## src/inc/opcode_decode_pkg.sv

```systemverilog
// Package with opcode map constants and decode enumerations.
package opcode_decode_pkg;
    // ========================================================================
    // Opcode values
    // ========================================================================
    localparam logic [7:0] OP_XFER_INDEX_TO_ACC = 8'h9F;
    localparam logic [7:0] OP_WAIT              = 8'h8F;
    localparam logic [7:0] OP_STOP              = 8'h8E;
    localparam logic [3:0] NIB_BIT_TEST_BRANCH  = 4'h0;
    localparam logic [3:0] NIB_IMMEDIATE        = 4'hA;
    localparam logic [3:0] NIB_DIR              = 4'hB;
    localparam logic [3:0] NIB_EXTENDED         = 4'hC;
    localparam logic [3:0] NIB_IDX_LONG         = 4'hD;
    localparam logic [3:0] NIB_IDX_SHORT        = 4'hE;
    localparam logic [3:0] NIB_IDX_ZERO         = 4'hF;
    // Condition code bit position of the interrupt mask.
    localparam int         CC_IMASK_BIT         = 3;
    localparam logic [7:0] CC_RESET             = 8'hE8;
    localparam logic [2:0] INHERENT_CYCLES      = 3'h2;

    // ========================================================================
    // Types
    // ========================================================================
    typedef enum logic [6:0] {
        MODE_NONE          = 7'h01,
        immediate_mode     = 7'h02,
        direct_mode        = 7'h04,
        extended_mode      = 7'h08,
        indexed_long_offset_mode  = 7'h10,
        indexed_short_offset_mode = 7'h20,
        indexed_zero_offset_mode  = 7'h40
    } addr_mode_t;

    typedef enum logic [3:0] {
        ALU_SUBTRACT   = 4'h0, ALU_COMPARE    = 4'h1,
        ALU_SUB_CARRY  = 4'h2, ALU_CMP_INDEX  = 4'h3,
        ALU_AND        = 4'h4, ALU_BIT_TEST   = 4'h5,
        ALU_LOAD_ACC   = 4'h6, ALU_STORE_ACC  = 4'h7,
        ALU_XOR        = 4'h8, ALU_ADD_CARRY  = 4'h9,
        ALU_OR         = 4'hA, ALU_ADD        = 4'hB,
        ALU_JUMP       = 4'hC, ALU_CALL       = 4'hD,
        ALU_LOAD_INDEX = 4'hE, ALU_STORE_INDEX = 4'hF
    } reg_mem_op_t;

    typedef enum logic [6:0] {
        ST_FETCH   = 7'h01,
        ST_OPND1   = 7'h02,
        ST_OPND2   = 7'h04,
        ST_INHERENT = 7'h08,
        ST_DONE    = 7'h10,
        ST_WAITING = 7'h20,
        ST_STOPPED = 7'h40
    } dec_state_t;
endpackage

```

## src/hw/cpu_opcode_decode_slice.sv

```systemverilog
// Decode slice: opcode fetch, operand bytes, address forming, low power ops.
// Function
// - Opcode 9F copies index into accumulator in two cycles, flags kept.
// - Opcode 8F clears interrupt mask and halts CPU clock, two cycles.
// - Short indexed offset: one byte, address is index plus unsigned byte.
// - Long indexed offset: high then low byte, added to index.
// - Extended: high then low address byte form the operand address.
// - Bit test branch: direct address byte then signed relative offset.
// - High nibble picks group and mode, low nibble picks operation.
// - Column A-F: immediate, direct, extended, long, short, zero indexed.
// - Opcode 8E clears interrupt mask and stops oscillator, two cycles.
module cpu_opcode_decode_slice
    import opcode_decode_pkg::*;
(
    input  wire logic        clk,
    input  wire logic        reset_n,
    input  wire logic        byteValid,
    input  wire logic [7:0]  byteData,
    input  wire logic [7:0]  indexIn,
    input  wire logic        wakeUp,
    output logic [7:0]       accOut,
    output logic [7:0]       condCodeOut,
    output logic [15:0]      effAddr,
    output logic             effAddrValid,
    output logic [7:0]       branchOffset,
    output logic [3:0]       modeOut,
    output logic [3:0]       operationOut,
    output logic             instrDone,
    output logic             cpuClockHalt,
    output logic             oscStop
);
    // ========================================================================
    // Opcode map
    // ========================================================================
    addr_mode_t  mode;
    reg_mem_op_t operation;
    logic        bitTestBranch;
    logic [7:0]  opcode_q, opcode_d;

    nibble_map u_map (
        .opcode        (opcode_q),
        .mode          (mode),
        .operation     (operation),
        .bitTestBranch (bitTestBranch)
    );

    // ========================================================================
    // State
    // ========================================================================
    dec_state_t  state_q, state_d;
    logic [7:0]  opnd1_q, opnd1_d;
    logic [7:0]  acc_q, acc_d;
    logic [7:0]  cc_q, cc_d;
    logic [15:0] addr_q, addr_d;
    logic        addrValid_q, addrValid_d;
    logic [7:0]  rel_q, rel_d;
    logic [3:0]  modeOut_q, modeOut_d;
    logic [3:0]  opOut_q, opOut_d;
    logic        done_q, done_d;
    logic        halt_q, halt_d;
    logic        osc_q, osc_d;

    // ========================================================================
    // Address adders
    // ========================================================================
    // Both sums wrap at sixteen bits like the address space itself; the
    // carry out of the top bit is dropped on purpose.
    logic [15:0] shortSum;
    logic [15:0] longSum;
    assign shortSum = 16'({8'h00, indexIn} + {8'h00, byteData});
    assign longSum  = 16'({opnd1_q, byteData} + {8'h00, indexIn});

    // Next state: operand byte count comes from the decoded column.
    always_comb begin
        state_d     = state_q;
        opcode_d    = opcode_q;
        opnd1_d     = opnd1_q;
        acc_d       = acc_q;
        cc_d        = cc_q;
        addr_d      = addr_q;
        addrValid_d = 1'b0;
        rel_d       = rel_q;
        modeOut_d   = modeOut_q;
        opOut_d     = opOut_q;
        done_d      = 1'b0;
        halt_d      = halt_q;
        osc_d       = osc_q;
        unique case (state_q)
            ST_FETCH: begin
                // Only the three inherent opcodes skip the operand states;
                // every other opcode passes through them.
                if (byteValid) begin
                    opcode_d = byteData;
                    if (byteData == OP_XFER_INDEX_TO_ACC
                        || byteData == OP_WAIT
                        || byteData == OP_STOP) begin
                        state_d = ST_INHERENT;
                    end else begin
                        state_d = ST_OPND1;
                    end
                end
            end
            ST_OPND1: begin
                modeOut_d = opcode_q[7:4];
                opOut_d   = operation;
                // Zero offset needs no operand byte; a byte offered in this
                // cycle is not taken, so the source must hold it one more.
                if (mode == indexed_zero_offset_mode) begin
                    addr_d      = {8'h00, indexIn};
                    addrValid_d = 1'b1;
                    done_d      = 1'b1;
                    state_d     = ST_FETCH;
                end else if (byteValid) begin
                    opnd1_d = byteData;
                    if (mode == indexed_short_offset_mode) begin
                        // Unsigned offset; carry into the high byte kept.
                        addr_d      = shortSum;
                        addrValid_d = 1'b1;
                        done_d      = 1'b1;
                        state_d     = ST_FETCH;
                    end else if (mode == direct_mode
                                 || mode == immediate_mode) begin
                        addr_d      = {8'h00, byteData};
                        addrValid_d = 1'b1;
                        done_d      = 1'b1;
                        state_d     = ST_FETCH;
                    end else begin
                        state_d = ST_OPND2;
                    end
                end
            end
            ST_OPND2: begin
                // Second byte: low address or offset byte, or branch offset.
                if (byteValid) begin
                    addrValid_d = 1'b1;
                    done_d      = 1'b1;
                    state_d     = ST_FETCH;
                    if (bitTestBranch) begin
                        addr_d = {8'h00, opnd1_q};
                        rel_d  = byteData;
                    end else if (mode == indexed_long_offset_mode) begin
                        addr_d = longSum;
                    end else begin
                        addr_d = {opnd1_q, byteData};
                    end
                end
            end
            ST_INHERENT: begin
                // Second of the two inherent cycles completes the work.
                done_d = 1'b1;
                if (opcode_q == OP_XFER_INDEX_TO_ACC) begin
                    acc_d   = indexIn;
                    state_d = ST_FETCH;
                end else if (opcode_q == OP_WAIT) begin
                    cc_d[CC_IMASK_BIT] = 1'b0;
                    halt_d  = 1'b1;
                    state_d = ST_WAITING;
                end else begin
                    cc_d[CC_IMASK_BIT] = 1'b0;
                    osc_d   = 1'b1;
                    state_d = ST_STOPPED;
                end
            end
            ST_WAITING, ST_STOPPED: begin
                // Only a wake-up event leaves the low power states.
                if (wakeUp) begin
                    halt_d  = 1'b0;
                    osc_d   = 1'b0;
                    state_d = ST_FETCH;
                end
            end
            default: state_d = ST_FETCH;
        endcase
    end

    // ========================================================================
    // Registers
    // ========================================================================
    // Registers only; every output is a flip-flop.
    always_ff @(posedge clk or negedge reset_n) begin
        if (!reset_n) begin
            state_q     <= ST_FETCH;
            opcode_q    <= 8'h00;
            opnd1_q     <= 8'h00;
            acc_q       <= 8'h00;
            cc_q        <= CC_RESET;
            addr_q      <= 16'h0000;
            addrValid_q <= 1'b0;
            rel_q       <= 8'h00;
            modeOut_q   <= 4'h0;
            opOut_q     <= 4'h0;
            done_q      <= 1'b0;
            halt_q      <= 1'b0;
            osc_q       <= 1'b0;
        end else begin
            state_q     <= state_d;
            opcode_q    <= opcode_d;
            opnd1_q     <= opnd1_d;
            acc_q       <= acc_d;
            cc_q        <= cc_d;
            addr_q      <= addr_d;
            addrValid_q <= addrValid_d;
            rel_q       <= rel_d;
            modeOut_q   <= modeOut_d;
            opOut_q     <= opOut_d;
            done_q      <= done_d;
            halt_q      <= halt_d;
            osc_q       <= osc_d;
        end
    end

    // ========================================================================
    // Outputs
    // ========================================================================
    // Ports are plain wires from the registers above, so no output can
    // carry a glitch from the next-state logic.
    assign accOut       = acc_q;
    assign condCodeOut  = cc_q;
    assign effAddr      = addr_q;
    assign effAddrValid = addrValid_q;
    assign branchOffset = rel_q;
    assign modeOut      = modeOut_q;
    assign operationOut = opOut_q;
    assign instrDone    = done_q;
    assign cpuClockHalt = halt_q;
    assign oscStop      = osc_q;
endmodule

```

## src/hw/nibble_map.sv

```systemverilog
// Combinational map from opcode nibbles to addressing mode and operation.
module nibble_map
    import opcode_decode_pkg::*;
(
    input  wire logic [7:0] opcode,
    output addr_mode_t      mode,
    output reg_mem_op_t     operation,
    output logic            bitTestBranch
);
    // ========================================================================
    // Nibble decode
    // ========================================================================
    // High nibble picks the column, low nibble picks the operation.
    always_comb begin
        operation     = reg_mem_op_t'(opcode[3:0]);
        bitTestBranch = (opcode[7:4] == NIB_BIT_TEST_BRANCH);
        unique case (opcode[7:4])
            NIB_IMMEDIATE: mode = immediate_mode;
            NIB_DIR:       mode = direct_mode;
            NIB_EXTENDED:  mode = extended_mode;
            NIB_IDX_LONG:  mode = indexed_long_offset_mode;
            NIB_IDX_SHORT: mode = indexed_short_offset_mode;
            NIB_IDX_ZERO:  mode = indexed_zero_offset_mode;
            default: mode = MODE_NONE;
        endcase
    end
endmodule

```

## config.mk

```make
export PLATFORM = sky130hd
export DESIGN_NAME = cpu_opcode_decode_slice
export DESIGN_NICKNAME = d
export VERILOG_FILES = /design/src/inc/opcode_decode_pkg.sv /design/src/hw/cpu_opcode_decode_slice.sv /design/src/hw/nibble_map.sv
export SDC_FILE = /design/constraint.sdc
export NUM_CORES = 1
export LEC_CHECK = 0
export ABC_AREA = 1
export BUFFER_PORTS_ARGS = -buffer_cell sky130_fd_sc_hd__buf_2
export CAP_MARGIN = 15
export CELL_PAD_IN_SITES_DETAIL_PLACEMENT = 0
export CELL_PAD_IN_SITES_GLOBAL_PLACEMENT = 1
export CORE_MARGIN = 2
export CORE_UTILIZATION = 40
export CTS_CLUSTER_SIZE = 20
export DETAILED_ROUTE_END_ITERATION = 8
export PLACE_DENSITY = 0.83
export SETUP_SLACK_MARGIN = 0.15
export SLEW_MARGIN = 20
export SYNTH_ARGS = -nofsm -noshare
export SYNTH_HDL_FRONTEND = slang
export SYNTH_SLANG_ARGS = --single-unit
export TNS_END_PERCENT = 5
```

## constraint.sdc

```tcl
create_clock -name clk -period 3 [get_ports clk]
set_clock_uncertainty 0.05 [all_clocks]
set_input_delay 0.6 -clock clk [delete_from_list [all_inputs] [get_ports clk]]
set_output_delay 0.6 -clock clk [all_outputs]
set_load 0.05 [all_outputs]
```

==> impl_metrics.json <==
{
  "grt_use_total_pct": 21.9,
  "hpwlAfterDp_mm": 7.80,
  "num_rows": 35,
  "dp_slack_ps": 442,
  "max_slew_margin_pct": 55.9,
  "die_h_um": 102,
  "grt_max_degree": 45,
  "leakagePower_nw": 2.39,
  "max-cap-violations": 0,
  "ctsResizeCount": 0,
  "post-route-util_pct": 47.9,
  "area_growth_pct": 15.6,
  "setup_viol": 0,
  "core_sq_um": 9280,
  "path_cells": "nor2_1 > nand3_2 > inv_2 > nand2_1 > nand4_4 > inv_4 > o21ai_1 > nand2_1",
  "fin_crit_ps": 2250,
  "initial_core_util_pct": 41.4,
  "final.period_utilization_pct": 75.0,
  "slew_viol_final": 0,
  "synth_cell_types": 39,
  "grt_antenna_before_repair": 0,
  "routed_wl_mm": 10.3,
  "critical_path_required_ps": 3190,
  "clk_pin_slew_ps": 70,
  "holdWs_ps": 188,
  "outcome": "complete, no violations",
  "synth_cells": 505,
  "ys_seq_area_share_pct": 43.7,
  "ctsHoldBuffers": 0,
  "clk_latency_ps": 350,
  "io_buffers": 64,
  "drive_gt1_share_pct": 18.1,
  "hold_viol": 0,
  "cts_tree": "done",
  "drt_iter0_drc": 198,
  "ys.flop_type": "dfrtp_1",
  "cp_slowest_cell": "nand3_2",
  "synth-edff-count": 0,
  "grt_pass1_vias": 3409,
  "synthArstFlopShare_pct": 100,
  "clkSinkCount": 67,
  "grt_first_pass_wirelength_mm": 17.5,
  "wl_per_cell_um": 14.6,
  "nets": 599,
  "crit_arrival_ps": 2440,
  "rsz0062_at_grt": "no",
  "ys_ff_latch": 67,
  "endpoint_kind": "flip-flop",
  "cts_setup_buffers": 0,
  "grt_overflow": 0,
  "worst_pin_slew_ps": 660,
  "gp_congestion": 0.899,
  "drtPass1Iterations": 5,
  "ant_nets": 0,
  "cts_made_buffers": 9,
  "finalSetupTns_ps": 0,
  "insertedDiodeCount": 0,
  "htreeDepth": 3,
  "die_x_um": 102,
  "vias": 3588,
  "cts_buffer_depth": 2,
  "worstSetupStartpointType": "flip-flop",
  "clk_root_buffer_cell": "clkbuf_8",
  "netlist_area_sq_um": 3850,
  "crit_top_cell": "nand2_1",
  "synth_area_per_cell_sq_um": 7.62,
  "max_freq_mhz": 444,
  "drc_errors": 0,
  "max_stage_delay_ps": 400,
  "ir_drop_mv": 0.345,
  "min_path_type": "primary input to asynchronous set/reset pin",
  "io_pins": 72,
  "die-area_sq_um": 10400,
  "yosysWarnings": 0,
  "critPathMaxFanout": 19,
  "setup_ws_ps": 749,
  "critical_path_class": "flip-flop to flip-flop",
  "nFillCells": 961,
  "viasPerCell": 5.10,
  "power_density_nw_per_um2": 966
}
==> kinds of logic (layout without fill, tap and decap cells) <==
group	after synthesis	in the layout	share of synthesized area, %
other	2	7	0.195
xor gates and xnor gates	3	3	0.683
adders and majority gates	9	9	3.12
buffers and inverters	88	153	10.1
AOI/OAI and AO/OA	83	83	11.6
DFF	67	67	43.7
and+or+nand+nor	253	253	30.6
==> synth_stat cells, types with 5 or more instances <==
cell | count | share of area, %
nand3_1 | 44 | 5.7
buf_4 | 8 | 1.6
inv_1 | 64 | 6.2
nand4_1 | 12 | 2.0
nand3_2 | 5 | 1.3
nand2_1 | 160 | 16
inv_2 | 5 | 0.49
o21ai_1 | 6 | 0.78
nor2_1 | 15 | 1.5
dfrtp_1 | 65 | 42
a21oi_1 | 16 | 2.1
ha_1 | 8 | 2.6
o21ai_0 | 49 | 6.4
==> area by class of cell <==
| class | instances | area, sq um | area share, % |
|---|---|---|---|
| clock buffers | 13 | 149 | 3.35 |
| clock inverters | 3 | 40.0 | 0.901 |
| inverters | 70 | 265 | 5.97 |
| multi-input cells | 355 | 1800 | 40.4 |
| flip-flops and latches | 67 | 1680 | 37.8 |
| well taps | 129 | 161 | 3.63 |
| repair buffers | 67 | 355 | 7.99 |
==> critical path, delay by kind of cell, from the launching register on <==
| kind | cells | cell delay [ps] |
|---|---|---|
| AND/OR/NAND/NOR | 5 | 1190 |
| flip-flops | 1 | 390 |
| AO/OA/AOI/OAI | 1 | 120 |
| buffers and inverters | 2 | 360 |
==> path summary, 6_finish.rpt <==
check	from	end	slack, ps	cells after the start
setup / recovery	state_q[6]	effAddr[2]	750	8
hold / removal	reset_n	accOut[7]	190	1
setup reg to reg	state_q[6]	effAddr[2]	750	8
hold reg to reg	condCodeOut[3]	condCodeOut[3]	410	1
max in group asynchronous	reset_n	state_q[0]	2020	2
min in group clk	condCodeOut[3]	condCodeOut[3]	410	1
==> flip-flops by register name, summed over array words and instances, names as in the netlist <==
register,count
state_q,6
oscStop,1
operationOut,4
branchOffset,8
instrDone,1
accOut,8
condCodeOut,1
modeOut,4
effAddrValid,1
opnd1_q,8
effAddr,16
cpuClockHalt,1
opcode_q,8
==> stage by stage <==
step / instance area [sq um] / power [mW] / std cells
final: 4450 / 4.29 / 704
after global routing: 4450 / 4.61 / 704
after CTS: 4450 / 4.32 / 704
after detailed placement: 4260 / 3.56 / 688
after global placement: 4260 / 3.54 / 688
after floorplan: 3860 / 3.06 / 510
==> where the power goes <==
part | internal [mW] | switching [mW] | total [mW]
combinational | 0.495 | 1.56 | 2.05
clock | 0.405 | 0.347 | 0.752
sequential | 1.24 | 0.251 | 1.49
total | 2.14 | 2.15 | 4.29
==> cell usage in the layout, fill, tap and decap left out, drive strengths merged <==
master,count
ha,8
a21oi,16
o21a,2
nand3,50
nor3,5
xnor2,1
a22oi,1
fa,1
and2,1
dfstp,2
nor2,20
o31ai,1
dfrtp,65
inv,70
conb,7
clkinv,2
nor4,1
o21bai,3
o211ai,4
bufinv,1
nand2,161
xor2,2
nand3b,1
clkbuf,13
nand4,13
buf,67
or2,1
a2111oi,1
o21ai,55
==> layer usage <==
layer	up-vias	routed length, um	share of wire [%]	global-route usage (%)
li1	1755	-	-	-
met1	1730	4780	46	30.1
met2	84	4910	48	34.6
met3	19	387	3.8	4.31
met4	0	229	2.2	8.10
met5	-	0	0	0
Note: power is estimated with default switching activity, not from simulation.
